File: config.mk
export PLATFORM = sky130hd
export DESIGN_NAME = ckoc_regs
export DESIGN_NICKNAME = d
export VERILOG_FILES = /design/src/ckoc_pkg.sv /design/src/ckoc_regs.sv
export SDC_FILE = /design/constraint.sdc
export NUM_CORES = 1
export LEC_CHECK = 0
export BUFFER_PORTS_ARGS = -buffer_cell sky130_fd_sc_hd__buf_4
export CORE_MARGIN = 4
export CORE_UTILIZATION = 45
export DETAILED_ROUTE_END_ITERATION = 16
export GPL_ROUTABILITY_DRIVEN = 1
export GPL_TIMING_DRIVEN = 0
export SYNTH_ARGS = -nofsm -noshare
export SYNTH_HDL_FRONTEND = slang
export SYNTH_SLANG_ARGS = --single-unit
File: constraint.sdc
create_clock -name i_clk -period 6.6 [get_ports i_clk]
set_input_delay 0.66 -clock i_clk [delete_from_list [all_inputs] [get_ports i_clk]]
set_output_delay 0.66 -clock i_clk [all_outputs]
set_load 0.02 [all_outputs]
File: src/ckoc_pkg.sv
// shared constants and types for the clock output control register bank
package ckoc_pkg;

    // ==================================================================
    // register map and bus constants
    localparam int NUM_REGS = 7;
    localparam logic [6:0] NUM_REGS_IDX = 7'h07;
    localparam logic [6:0] DEV_ADDR = 7'h69;
    localparam logic [7:0] BLOCK_BYTE_COUNT = 8'h07;
    localparam logic [3:0] BITS_PER_BYTE = 4'h8;
    localparam logic [3:0] FIRST_TX_BIT = 4'h1;
    localparam logic [6:0] IDX_ZERO = 7'h00;
    localparam logic [6:0] IDX_STEP = 7'h01;
    localparam logic [7:0] READ_FILL = 8'h00;
    localparam int CMD_SINGLE_BIT = 7;

    localparam logic [6:0] REG_DIFF_EN = 7'h00;
    localparam logic [6:0] REG_MISC_EN = 7'h01;
    localparam logic [6:0] REG_PCI_EN = 7'h02;
    localparam logic [6:0] REG_SRC_STOP = 7'h03;
    localparam logic [6:0] REG_FAST_CPU_STOP = 7'h04;
    localparam logic [6:0] REG_DRIVE_MODES = 7'h05;
    localparam logic [6:0] REG_TEST_CTL = 7'h06;

    localparam logic [7:0] REG_RESET [0:NUM_REGS-1] = '{
        8'hFF, 8'hF6, 8'hFF, 8'h00, 8'h07, 8'h00, 8'h18
    };
    // the low three bits of the test byte read back as zero
    localparam logic [7:0] REG_WMASK [0:NUM_REGS-1] = '{
        8'hFF, 8'hFF, 8'hFF, 8'hFF, 8'hFF, 8'hFF, 8'hF8
    };

    // ==================================================================
    // field positions
    localparam int SRC_PAIRS = 6;
    localparam int PAIR7 = 7;
    localparam int CPU_PAIRS = 2;
    localparam int CPU2 = 2;
    localparam int BUS_OUTS = 4;
    localparam int B1_FAST0_EN = 7;
    localparam int B1_DOT_EN = 6;
    localparam int B1_USB_EN = 5;
    localparam int B1_REF_EN = 4;
    localparam int B1_CPU_EN_LO = 1;
    localparam int B1_SPREAD = 0;
    localparam int B2_BUS_EN_LO = 4;
    localparam int B2_HIGH_DRIVE = 3;
    localparam int B2_FAST1_EN = 0;
    localparam int B4_DOT_PD_HIZ = 6;
    localparam int B4_FAST1_STOP = 4;
    localparam int B4_FAST0_STOP = 3;
    localparam int B5_SRC_STOP_HIZ = 7;
    localparam int B5_CPU_STOP_HIZ_LO = 4;
    localparam int B5_SRC_PD_HIZ = 3;
    localparam int B5_CPU_PD_HIZ_LO = 0;
    localparam int B6_REF_DIV = 7;
    localparam int B6_TEST = 6;
    localparam int B6_REF_2X = 4;
    localparam int B6_SW_RUN = 3;

    // ==================================================================
    // types
    typedef enum logic [4:0] {
        ST_IDLE = 5'b00001,
        ST_RX = 5'b00010,
        ST_ACK = 5'b00100,
        ST_TX = 5'b01000,
        ST_TX_ACK = 5'b10000
    } ckoc_state_e;

    typedef struct packed {
        logic [7:0] src_run;
        logic [7:0] src_drive;
        logic [1:0] cpu_run;
        logic [1:0] cpu_drive;
        logic dot_run;
        logic dot_drive;
        logic [1:0] fast_run;
        logic [3:0] bus_run;
        logic usb_run;
        logic ref_run;
        logic spread_on;
        logic bus_high_drive;
        logic ref_double_drive;
        logic test_mode;
        logic test_ref_div;
    } ckoc_out_s;

endpackage

File: src/ckoc_regs.sv
// clock output control register bank with its two-wire management slave
//
// Operation
// - byte 0 enables source pairs 0-5 and pair 7; 0 tri-states, default 1.
// - byte 1 enables fast bus clock 0, 48 MHz and reference; default 1.
// - byte 1 bit 6 enables the display clock pair; default 1.
// - byte 1 bits 2,1 enable processor pairs 1,0; default 1.
// - byte 1 bit 0 turns spread spectrum on; default off.
// - byte 2 bits 7-4 enable bus clocks 5-2, bit 0 fast clock 1.
// - byte 2 bit 3 selects bus clock high drive; default high.
// - byte 3 bits 7,5-1 let source pairs stop with hardware or software stop.
// - byte 3 bit 0 lets source pair 0 stop with the stop pin only.
// - byte 4 bits 4,3 let fast bus clocks 1,0 stop with bus stop.
// - byte 4 bits 2-0 let processor pairs stop with processor stop; default 1.
// - byte 4 bit 6 tri-states the display pair in power-down.
// - byte 5 bit 7 tri-states stopped source pairs during bus stop.
// - byte 5 bits 6-4 tri-state processor pairs during processor stop.
// - byte 5 bit 3 tri-states source pairs during power-down.
// - byte 5 bits 2-0 tri-state processor pairs during power-down.
// - byte 6 bit 7 picks reference divide (1) or tri-state (0) in test.
// - byte 6 bit 6 enters test mode; bit 7 matters only there.
// - byte 6 bit 3 cleared stops stoppable bus outputs glitch-free.
// - command bit 7 set: single byte at index; clear: block from byte 0.
// - after power-good seen low, the shared pin is a power-down request.
`timescale 1ns/1ps

module ckoc_regs #(
    parameter logic [6:0] SLAVE_ADDR = ckoc_pkg::DEV_ADDR,
    parameter logic [7:0] BLOCK_COUNT = ckoc_pkg::BLOCK_BYTE_COUNT
) (
    input wire logic i_clk,
    input wire logic i_rst,
    input wire logic i_scl,
    input wire logic i_sda,
    output logic o_sda,
    output logic o_sda_oe_n,
    input wire logic i_processor_clock_stop_n,
    input wire logic i_bus_clock_stop_n,
    input wire logic i_power_good_strobe_n,
    input wire logic i_pair7_cpu_strap,
    input wire logic i_bus_clk_low_en,
    output ckoc_pkg::ckoc_out_s o_clk_ctl,
    output logic o_power_down_state
);

    // ==================================================================
    // elaboration checks
    if (BLOCK_COUNT == 8'h00) begin : g_bad_count
        $error("block byte count must be non-zero");
    end

    // ==================================================================
    // pin synchronisers
    logic [5:0] pin_meta_r;
    logic [5:0] pin_sync_r;
    logic scl_d_r;
    logic sda_d_r;

    always_ff @(posedge i_clk) begin
        if (i_rst) begin
            pin_meta_r <= 6'h3F;
            pin_sync_r <= 6'h3F;
            scl_d_r <= 1'b1;
            sda_d_r <= 1'b1;
        end else begin
            pin_meta_r <= {i_scl, i_sda, i_processor_clock_stop_n,
                           i_bus_clock_stop_n, i_power_good_strobe_n,
                           i_pair7_cpu_strap};
            pin_sync_r <= pin_meta_r;
            scl_d_r <= pin_sync_r[5];
            sda_d_r <= pin_sync_r[4];
        end
    end

    wire scl_s = pin_sync_r[5];
    wire sda_s = pin_sync_r[4];
    wire cpu_stop_n_s = pin_sync_r[3];
    wire bus_stop_n_s = pin_sync_r[2];
    wire pgood_s = pin_sync_r[1];
    wire strap_s = pin_sync_r[0];

    wire scl_rise = scl_s & ~scl_d_r;
    wire scl_fall = ~scl_s & scl_d_r;
    wire bus_start = scl_s & scl_d_r & sda_d_r & ~sda_s;
    wire bus_stop = scl_s & scl_d_r & ~sda_d_r & sda_s;

    // ==================================================================
    // serial slave state
    ckoc_pkg::ckoc_state_e state_r;
    logic [3:0] bit_cnt_r;
    logic [7:0] shift_r;
    logic first_r;
    logic cmd_next_r;
    logic is_read_r;
    logic cnt_pend_r;
    logic ack_ok_r;
    logic sda_low_r;
    logic [6:0] idx_r;
    logic [7:0] regs_r [0:ckoc_pkg::NUM_REGS-1];

    wire byte_done = (state_r == ckoc_pkg::ST_RX) && scl_fall
        && (bit_cnt_r == ckoc_pkg::BITS_PER_BYTE);
    wire addr_hit = (shift_r[7:1] == SLAVE_ADDR);
    wire idx_mapped = (idx_r < ckoc_pkg::NUM_REGS_IDX);
    wire [2:0] idx_sel = idx_r[2:0];
    // a block write's count byte is not stored
    wire reg_we = byte_done & ~first_r & ~cmd_next_r & ~cnt_pend_r
        & idx_mapped;
    wire [7:0] rd_data = idx_mapped ? regs_r[idx_sel]
        : ckoc_pkg::READ_FILL;
    wire [7:0] tx_byte = cnt_pend_r ? BLOCK_COUNT : rd_data;
    wire load_tx = ~bus_start & ~bus_stop & scl_fall
        & (((state_r == ckoc_pkg::ST_ACK) & is_read_r)
        | ((state_r == ckoc_pkg::ST_TX_ACK) & ack_ok_r));

    always_ff @(posedge i_clk) begin
        if (i_rst) begin
            state_r <= ckoc_pkg::ST_IDLE;
            bit_cnt_r <= 4'h0;
            shift_r <= 8'h00;
            first_r <= 1'b0;
            cmd_next_r <= 1'b0;
            is_read_r <= 1'b0;
            cnt_pend_r <= 1'b0;
            ack_ok_r <= 1'b0;
            sda_low_r <= 1'b0;
            idx_r <= 7'h00;
        end else if (bus_start) begin
            // a repeated start keeps the index set by the command byte
            state_r <= ckoc_pkg::ST_RX;
            bit_cnt_r <= 4'h0;
            first_r <= 1'b1;
            sda_low_r <= 1'b0;
        end else if (bus_stop) begin
            state_r <= ckoc_pkg::ST_IDLE;
            sda_low_r <= 1'b0;
        end else if (load_tx) begin
            sda_low_r <= ~tx_byte[7];
            shift_r <= {tx_byte[6:0], 1'b0};
            bit_cnt_r <= ckoc_pkg::FIRST_TX_BIT;
            state_r <= ckoc_pkg::ST_TX;
            if (cnt_pend_r) begin
                cnt_pend_r <= 1'b0;
            end else begin
                idx_r <= idx_r + ckoc_pkg::IDX_STEP;
            end
        end else begin
            unique case (state_r)
                ckoc_pkg::ST_IDLE: begin
                    sda_low_r <= 1'b0;
                end
                ckoc_pkg::ST_RX: begin
                    if (scl_rise) begin
                        shift_r <= {shift_r[6:0], sda_s};
                        bit_cnt_r <= bit_cnt_r + 4'h1;
                    end else if (byte_done) begin
                        bit_cnt_r <= 4'h0;
                        first_r <= 1'b0;
                        if (first_r) begin
                            // a foreign address is left unanswered
                            is_read_r <= shift_r[0];
                            cmd_next_r <= ~shift_r[0];
                            sda_low_r <= addr_hit;
                            state_r <= addr_hit ? ckoc_pkg::ST_ACK
                                : ckoc_pkg::ST_IDLE;
                        end else if (cmd_next_r) begin
                            cmd_next_r <= 1'b0;
                            idx_r <= shift_r[ckoc_pkg::CMD_SINGLE_BIT]
                                ? shift_r[6:0] : ckoc_pkg::IDX_ZERO;
                            cnt_pend_r <= ~shift_r[ckoc_pkg::CMD_SINGLE_BIT];
                            sda_low_r <= 1'b1;
                            state_r <= ckoc_pkg::ST_ACK;
                        end else begin
                            if (cnt_pend_r) begin
                                cnt_pend_r <= 1'b0;
                            end else begin
                                idx_r <= idx_r + ckoc_pkg::IDX_STEP;
                            end
                            sda_low_r <= 1'b1;
                            state_r <= ckoc_pkg::ST_ACK;
                        end
                    end
                end
                ckoc_pkg::ST_ACK: begin
                    if (scl_fall) begin
                        sda_low_r <= 1'b0;
                        state_r <= ckoc_pkg::ST_RX;
                    end
                end
                ckoc_pkg::ST_TX: begin
                    if (scl_fall) begin
                        if (bit_cnt_r == ckoc_pkg::BITS_PER_BYTE) begin
                            sda_low_r <= 1'b0;
                            state_r <= ckoc_pkg::ST_TX_ACK;
                        end else begin
                            sda_low_r <= ~shift_r[7];
                            shift_r <= {shift_r[6:0], 1'b0};
                            bit_cnt_r <= bit_cnt_r + 4'h1;
                        end
                    end
                end
                ckoc_pkg::ST_TX_ACK: begin
                    if (scl_rise) begin
                        ack_ok_r <= ~sda_s;
                    end else if (scl_fall) begin
                        state_r <= ckoc_pkg::ST_IDLE;
                    end
                end
                default: begin
                    state_r <= ckoc_pkg::ST_IDLE;
                    sda_low_r <= 1'b0;
                end
            endcase
        end
    end

    // open drain: only ever pulls low
    assign o_sda = 1'b0;
    assign o_sda_oe_n = ~sda_low_r;

    // ==================================================================
    // register bank
    always_ff @(posedge i_clk) begin
        if (i_rst) begin
            for (int i = 0; i < ckoc_pkg::NUM_REGS; i++) begin
                regs_r[i] <= ckoc_pkg::REG_RESET[i];
            end
        end else if (reg_we) begin
            regs_r[idx_sel] <= shift_r & ckoc_pkg::REG_WMASK[idx_sel];
        end
    end

    wire [7:0] b0 = regs_r[ckoc_pkg::REG_DIFF_EN[2:0]];
    wire [7:0] b1 = regs_r[ckoc_pkg::REG_MISC_EN[2:0]];
    wire [7:0] b2 = regs_r[ckoc_pkg::REG_PCI_EN[2:0]];
    wire [7:0] b3 = regs_r[ckoc_pkg::REG_SRC_STOP[2:0]];
    wire [7:0] b4 = regs_r[ckoc_pkg::REG_FAST_CPU_STOP[2:0]];
    wire [7:0] b5 = regs_r[ckoc_pkg::REG_DRIVE_MODES[2:0]];
    wire [7:0] b6 = regs_r[ckoc_pkg::REG_TEST_CTL[2:0]];

    // ==================================================================
    // power-good strobe, then power-down request
    logic pgood_seen_r;
    logic pair7_cpu_r;
    logic hw_stop_r;
    logic sw_stop_r;

    always_ff @(posedge i_clk) begin
        if (i_rst) begin
            pgood_seen_r <= 1'b0;
            pair7_cpu_r <= 1'b0;
        end else if (~pgood_seen_r & ~pgood_s) begin
            pgood_seen_r <= 1'b1;
            pair7_cpu_r <= strap_s;
        end
    end

    wire power_down = pgood_seen_r & pgood_s;

    // bus stops change only in the low phase of the bus clock: no short pulses
    always_ff @(posedge i_clk) begin
        if (i_rst) begin
            hw_stop_r <= 1'b0;
            sw_stop_r <= 1'b0;
        end else if (i_bus_clk_low_en) begin
            hw_stop_r <= ~bus_stop_n_s;
            sw_stop_r <= ~b6[ckoc_pkg::B6_SW_RUN];
        end
    end

    wire bus_stop_any = hw_stop_r | sw_stop_r;
    wire cpu_stop = ~cpu_stop_n_s;

    // {run, drive} of a differential pair
    function automatic logic [1:0] pair_ctl(
        input logic en,
        input logic stop_sel,
        input logic stop,
        input logic stop_hiz,
        input logic pd,
        input logic pd_hiz
    );
        logic halted;
        halted = stop_sel & stop;
        pair_ctl = {en & ~halted & ~pd,
                    en & ~(halted & stop_hiz) & ~(pd & pd_hiz)};
    endfunction

    // ==================================================================
    // output control
    ckoc_pkg::ckoc_out_s ctl_nxt;
    wire test_on = b6[ckoc_pkg::B6_TEST];
    wire ref_div = b6[ckoc_pkg::B6_REF_DIV];

    always_comb begin
        ctl_nxt = '0;
        for (int i = 0; i < ckoc_pkg::SRC_PAIRS; i++) begin
            {ctl_nxt.src_run[i], ctl_nxt.src_drive[i]} = pair_ctl(
                b0[i], b3[i], (i == 0) ? hw_stop_r : bus_stop_any,
                b5[ckoc_pkg::B5_SRC_STOP_HIZ], power_down,
                b5[ckoc_pkg::B5_SRC_PD_HIZ]);
        end
        if (pair7_cpu_r) begin
            {ctl_nxt.src_run[ckoc_pkg::PAIR7],
             ctl_nxt.src_drive[ckoc_pkg::PAIR7]} = pair_ctl(
                b0[ckoc_pkg::PAIR7], b4[ckoc_pkg::CPU2], cpu_stop,
                b5[ckoc_pkg::B5_CPU_STOP_HIZ_LO + ckoc_pkg::CPU2],
                power_down,
                b5[ckoc_pkg::B5_CPU_PD_HIZ_LO + ckoc_pkg::CPU2]);
        end else begin
            {ctl_nxt.src_run[ckoc_pkg::PAIR7],
             ctl_nxt.src_drive[ckoc_pkg::PAIR7]} = pair_ctl(
                b0[ckoc_pkg::PAIR7], b3[ckoc_pkg::PAIR7], bus_stop_any,
                b5[ckoc_pkg::B5_SRC_STOP_HIZ], power_down,
                b5[ckoc_pkg::B5_SRC_PD_HIZ]);
        end
        for (int i = 0; i < ckoc_pkg::CPU_PAIRS; i++) begin
            {ctl_nxt.cpu_run[i], ctl_nxt.cpu_drive[i]} = pair_ctl(
                b1[ckoc_pkg::B1_CPU_EN_LO + i], b4[i], cpu_stop,
                b5[ckoc_pkg::B5_CPU_STOP_HIZ_LO + i], power_down,
                b5[ckoc_pkg::B5_CPU_PD_HIZ_LO + i]);
        end
        {ctl_nxt.dot_run, ctl_nxt.dot_drive} = pair_ctl(
            b1[ckoc_pkg::B1_DOT_EN], 1'b0, 1'b0, 1'b0, power_down,
            b4[ckoc_pkg::B4_DOT_PD_HIZ]);
        ctl_nxt.fast_run[0] = b1[ckoc_pkg::B1_FAST0_EN] & ~power_down
            & ~(b4[ckoc_pkg::B4_FAST0_STOP] & bus_stop_any);
        ctl_nxt.fast_run[1] = b2[ckoc_pkg::B2_FAST1_EN] & ~power_down
            & ~(b4[ckoc_pkg::B4_FAST1_STOP] & bus_stop_any);
        for (int i = 0; i < ckoc_pkg::BUS_OUTS; i++) begin
            ctl_nxt.bus_run[i] = b2[ckoc_pkg::B2_BUS_EN_LO + i]
                & ~power_down & ~bus_stop_any;
        end
        ctl_nxt.usb_run = b1[ckoc_pkg::B1_USB_EN] & ~power_down;
        ctl_nxt.ref_run = b1[ckoc_pkg::B1_REF_EN] & ~power_down;
        ctl_nxt.spread_on = b1[ckoc_pkg::B1_SPREAD];
        ctl_nxt.bus_high_drive = b2[ckoc_pkg::B2_HIGH_DRIVE];
        ctl_nxt.ref_double_drive = b6[ckoc_pkg::B6_REF_2X];
        ctl_nxt.test_mode = test_on;
        ctl_nxt.test_ref_div = test_on & ref_div;
        // test mode: all outputs divided reference or all off
        if (test_on) begin
            ctl_nxt.src_run = {8{ref_div}};
            ctl_nxt.src_drive = {8{ref_div}};
            ctl_nxt.cpu_run = {2{ref_div}};
            ctl_nxt.cpu_drive = {2{ref_div}};
            ctl_nxt.dot_run = ref_div;
            ctl_nxt.dot_drive = ref_div;
            ctl_nxt.fast_run = {2{ref_div}};
            ctl_nxt.bus_run = {4{ref_div}};
            ctl_nxt.usb_run = ref_div;
            ctl_nxt.ref_run = ref_div;
        end
        // there is no pair 6
        ctl_nxt.src_run[ckoc_pkg::SRC_PAIRS] = 1'b0;
        ctl_nxt.src_drive[ckoc_pkg::SRC_PAIRS] = 1'b0;
    end

    always_ff @(posedge i_clk) begin
        if (i_rst) begin
            o_clk_ctl <= '0;
            o_power_down_state <= 1'b0;
        end else begin
            o_clk_ctl <= ctl_nxt;
            o_power_down_state <= power_down;
        end
    end

endmodule // ckoc_regs

== Word-level counts from Yosys, hierarchy flattened ==
Memory sizes are Yosys's and may differ from the RTL's. A register that Yosys moved wholly into a read port is not among the register bits.
Cells that the tools add are included.

* Add/subtract/negate cells: 2
* Multiplexer cells: 70
* Bitwise operators: 156
* Order comparisons: 2
* Reduce and logical (&&, ||, !) cells: 22
* Equality and inequality tests: 39

{| class="wikitable"
|+ Operators by type and width
! kind !! count
|-
| bitwise AND 1 bit || 102
|-
| two-way mux 8 bit || 9
|-
| two-way mux 7 bit || 8
|-
| NOT 1 bit || 50
|-
| two-way mux 5 bit || 7
|-
| != test 5 bit, second input constant || 7
|-
| two-way mux 30 bit || 1
|-
| two-way mux 1 bit || 28
|-
| != test 3 bit, second input constant || 9
|-
| case mux 5 bit (5 select lines) || 1
|-
| two-way mux 4 bit || 6
|-
| AND reduction 8 bit || 3
|-
| != test 2 bit, second input constant || 11
|-
| AND reduction 5 bit || 4
|-
| AND reduction 6 bit || 3
|-
| case mux 8 bit (2 select lines) || 1
|-
| two-way mux 3 bit || 5
|-
| bitwise AND 8 bit || 1
|-
| != test 4 bit, second input constant || 2
|-
| case mux 4 bit (2 select lines) || 1
|-
| nonzero test 2 bit || 4
|-
| OR reduction 8 bit || 1
|-
| adder 7 x 1 -> 7 bit, second input constant || 1
|-
| equality test 7 bit, second input constant || 1
|-
| other kinds (20) || 25
|}

* Output and inout port bits: 38
* Input bits: 9
* ROM bits: 64
* Logic and storage cells: 331
* Memories kept: 2
* Bits in writable memories: 56
* Flip-flop bits (word level): 84

{| class="wikitable"
|+ Memory list
! memory !! depth !! bits a word !! rd ports !! clocked after memory_dff !! wr ports !! line !! source
|-
| (no name shown) || 8 || 8 || 1 || 0 || 0 || ckoc_regs.sv:229 || <nowiki>regs_r[idx_sel] <= shift_r & ckoc_pkg::REG_WMASK[idx_sel];</nowiki>
|-
| regs_r || 7 || 8 || 8 || 1 || 7 || ckoc_regs.sv:99 || <nowiki>logic [7:0] regs_r [0:ckoc_pkg::NUM_REGS-1];</nowiki>
|}

== Logic depth before layout (Yosys ltp) ==
* Depth after elaboration: 13
* Mapped depth: 9
* Mapped depth without buffers: 7

== Worst setup path after synthesis ==
OpenSTA, ideal clock, no wires.

* Kind: reg2reg
* Start point: register state_r[4]
* End point: memory regs_r[0][0] (enable)
* Setup time: 398 ps
* Cell stages (with the launch flop): 6
* Required time: 6,202 ps
* Slack: 3,793 ps
* Arrival time: 2,409 ps
* Path buffers: 1
* Clock period less this slack: 2,807 ps
* Cells stage by stage: dfxtp_1 or3_1 buf_2 nor4_4 nand3_1 o41ai_1

{| class="wikitable"
|+ RTL lines
! element !! line !! source
|-
| from (decl) || ckoc_regs.sv:89 || <nowiki>ckoc_pkg::ckoc_state_e state_r;</nowiki>
|-
| from (signal assigned) || ckoc_regs.sv:118 || <nowiki>state_r <= ckoc_pkg::ST_IDLE;</nowiki>
|-
| from (signal assigned) || ckoc_regs.sv:130 || <nowiki>state_r <= ckoc_pkg::ST_RX;</nowiki>
|-
| from (signal assigned) || ckoc_regs.sv:135 || <nowiki>state_r <= ckoc_pkg::ST_IDLE;</nowiki>
|-
| to (decl) || ckoc_regs.sv:99 ||
|}

==> flow_metrics.py <==
metrics = {
    "route": {
        "dr.first_iter.drc_count": 451,
        "top_layer": "met4",
        "drcViolationCount": 0,
        "routedWlPerCell_um": 19.4,
        "wl_met2_mm": 8.56,
        "finalWirelength_mm": 17.8,
        "postRouteAntennaNets": 0,
        "wl_met3_um": 933,
        "drtPass1Iterations": 5,
        "vias": 5220,
        "wl_met1_mm": 7.80,
        "routed_via_density": 5.68,
    },
    "clock_tree": {
        "clock_sinks": 149,
        "clockRootBuffer": "clkbuf_16",
        "post-cts-setup-buffer-count": 0,
        "clock_latency_ps": 440,
        "htree_num_levels": 4,
        "cts_buffers": 17,
        "clkTransAtPathRegs_ps": 60,
        "cts-resized-gates": 0,
        "holdBufCountCts": 0,
        "cts_tree": "yes",
        "clockBufferDepth": 2,
    },
    "floorplan": {
        "dieWidth_um": 130,
        "coreArea_sq_um": 14500,
        "pin_count": 47,
        "start_util_pct": 45.9,
        "num_rows": 44,
        "fp.dieH_um": 130,
        "dieArea_sq_um": 16800,
    },
    "global_route": {
        "grt_pass1_vias": 5035,
        "grt_max_degree": 17,
        "grt_pass1_wl_mm": 28.1,
        "grt-ovfl-total": 0,
        "grt_usage_pct": 22.2,
        "antenna_found_initial": 0,
    },
    "run": {
        "cap_violations": 0,
    },
    "setup_path": {
        "critPathArrivalTime_ps": 3350,
        "startpoint_type": "register",
        "crit_chain": "clkbuf_1, nand2b_1, nor4_4, nand3_1, o31ai_1",
        "cp_top_family": "simple AND/OR/NAND/NOR gates",
        "crit_path_end_kind": "register",
        "max_stage_delay_ps": 1090,
        "worst_ep_required_time_ps": 6640,
        "worstSetupPathType": "reg2reg",
        "critPathBufInv": 1,
        "slowest_stage": "o31ai_1",
        "crit_fanout": 10,
    },
    "logic_synthesis": {
        "synth.distinct_cells": 61,
        "synth-seq-area-share_pct": 53.2,
        "synth_largest_area_cell": "dfxtp_1",
        "synth_top_area_share_pct": 27.9,
        "synth_area_leaders": "dfxtp_1 28%, edfxtp_1 25%, mux4_2 5.4%, nand2_1 4.6%, and2_1 2.4%",
        "yosysMostFrequentCell": "dfxtp_1",
        "syn_area_sq_um": 6660,
        "synth-async-reset-ratio_pct": 0,
        "ys_top_cells_by_count": "93 x dfxtp_1, 82 x nand2_1, 56 x edfxtp_1, 38 x clkbuf_1, 34 x nor2_1",
        "synth-edff-count": 56,
        "yosys_most_used_dff": "dfxtp_1",
        "synth_seq_cells": 149,
        "yosysWarnings": 0,
        "syn_avg_cell_area_sq_um": 10.3,
        "syn-instance-count": 649,
    },
    "run_status": {
        "status": "completed",
    },
    "sta": {
        "slew_headroom_pct": 18.6,
        "hold_viol": 0,
        "rsz0062_at_grt": "no",
        "holdWs_ps": 406,
        "setup_slack_ps": 3300,
        "tns_ps": 0,
        "setup_violations": 0,
        "period_share_pct": 50.0,
        "tightest_slew_ps": 1210,
        "max_freq_mhz": 303,
        "final.min_clock_period_ps": 3300,
        "fin_skew_ps": 10.6,
        "slew_violations": 0,
    },
    "hold_path": {
        "min_path_type": "reg2reg",
    },
    "placed_design": {
        "port_buffers": 43,
        "hpwl_mm": 13.0,
        "place_ws_ps": 3140,
        "gp_congestion": 0.934,
    },
    "power": {
        "max-vdd-ir-drop_uv": 164,
        "p_leak_nw": 2.94,
        "power.density_nw_per_um2": 260,
    },
    "layout": {
        "antenna_cells": 0,
        "area_growth_pct": 17.7,
        "drive_gt1_share_pct": 17.8,
        "nets": 734,
    },
}
[layout by cell type, fill, tap and decap left out, types with 5 or more instances in the layout]
| cell | netlist | routed |
|---|---|---|
| and3_1 | 9 | 9 |
| a221oi_1 | 5 | 5 |
| a211oi_1 | 14 | 14 |
| edfxtp_1 | 56 | 56 |
| or2_2 | 15 | 15 |
| a21oi_1 | 28 | 28 |
| inv_1 | 17 | 17 |
| o21ai_0 | 23 | 22 |
| nor2_1 | 34 | 34 |
| clkbuf_16 | 0 | 19 |
| buf_4 | 3 | 47 |
| dfxtp_1 | 93 | 93 |
| and2_1 | 26 | 26 |
| buf_2 | 5 | 5 |
| nand2_1 | 82 | 82 |
| conb_1 | 1 | 11 |
| nand2b_1 | 20 | 20 |
| nand3_1 | 28 | 28 |
| nor3_1 | 11 | 11 |
| mux2i_1 | 14 | 14 |
| o31ai_1 | 8 | 7 |
| nor2b_1 | 11 | 11 |
| or3_1 | 19 | 19 |
| clkbuf_1 | 38 | 38 |
| nand3b_1 | 5 | 5 |
| mux4_2 | 16 | 16 |
[metrics by stage]
stage	total power, mW	instance area, sq um	cells	utilization [%]
floorplan	1.08	6700	659	-
global placement	1.13	7250	886	49.9
detailed placement	1.14	7270	887	50.0
CTS	2.05	7840	919	53.9
global route	2.10	7840	919	54.0
finish	2.04	7840	919	54.0
[path summary, 6_finish.rpt]
kind | from | to | slack, ps | cells past startpoint
max | state_r[1] | regs_r[2][5] | 3300 | 5
min reg2reg | pin_meta_r[2] | pin_sync_r[2] | 410 | 1
max reg2reg | state_r[1] | regs_r[2][5] | 3300 | 5
min | pin_meta_r[2] | pin_sync_r[2] | 410 | 1
[final cells by class]
type                    instances  area (sq um)
inverters                      17          63.8
flip-flops and latches        149          3540
multi-input cells             445          2900
plain buffers                  48           205
clock buffers                  19           475
repair buffers                 44           330
fillers                      1321          6690
well taps                     184           230
clock inverters                13          93.8
[state kept, by name (all words and copies together), names as in the netlist, 4 cells and up, named ones only]
signal      cells
bit_cnt_r       4
idx_r           7
o_clk_ctl      33
pin_meta_r      6
pin_sync_r      6
regs_r         64
shift_r         8
state_r         5
[worst register-to-register path, delay by kind of cell, from the launching register on]
kind	cells	cell delay (ps)
AND/OR/NAND/NOR	3	1180
flip-flops	1	320
buffers and inverters	1	320
AO/OA/AOI/OAI	1	1090
[metal layers]
layer	vias to the layer above	global-route usage, %
met5	-	0
met4	0	9.54
met3	36	4.26
met2	186	36.7
met1	2518	28.5
li1	2480	-
[power breakdown]
group | switching (mW) | internal, mW | total, mW
logic | 0.0724 | 0.0453 | 0.118
clock network | 0.398 | 0.527 | 0.925
registers | 0.0150 | 0.983 | 0.998
[cell families after synthesis]
group	synth area share, %
compound gates	11.4
xor+xnor	0.131
fa+ha+maj	0.563
buf+inv	4.04
flops	53.2
mux	8.19
other cells	0.0563
simple gates	22.5
Note: power is estimated with default switching activity, not from simulation.
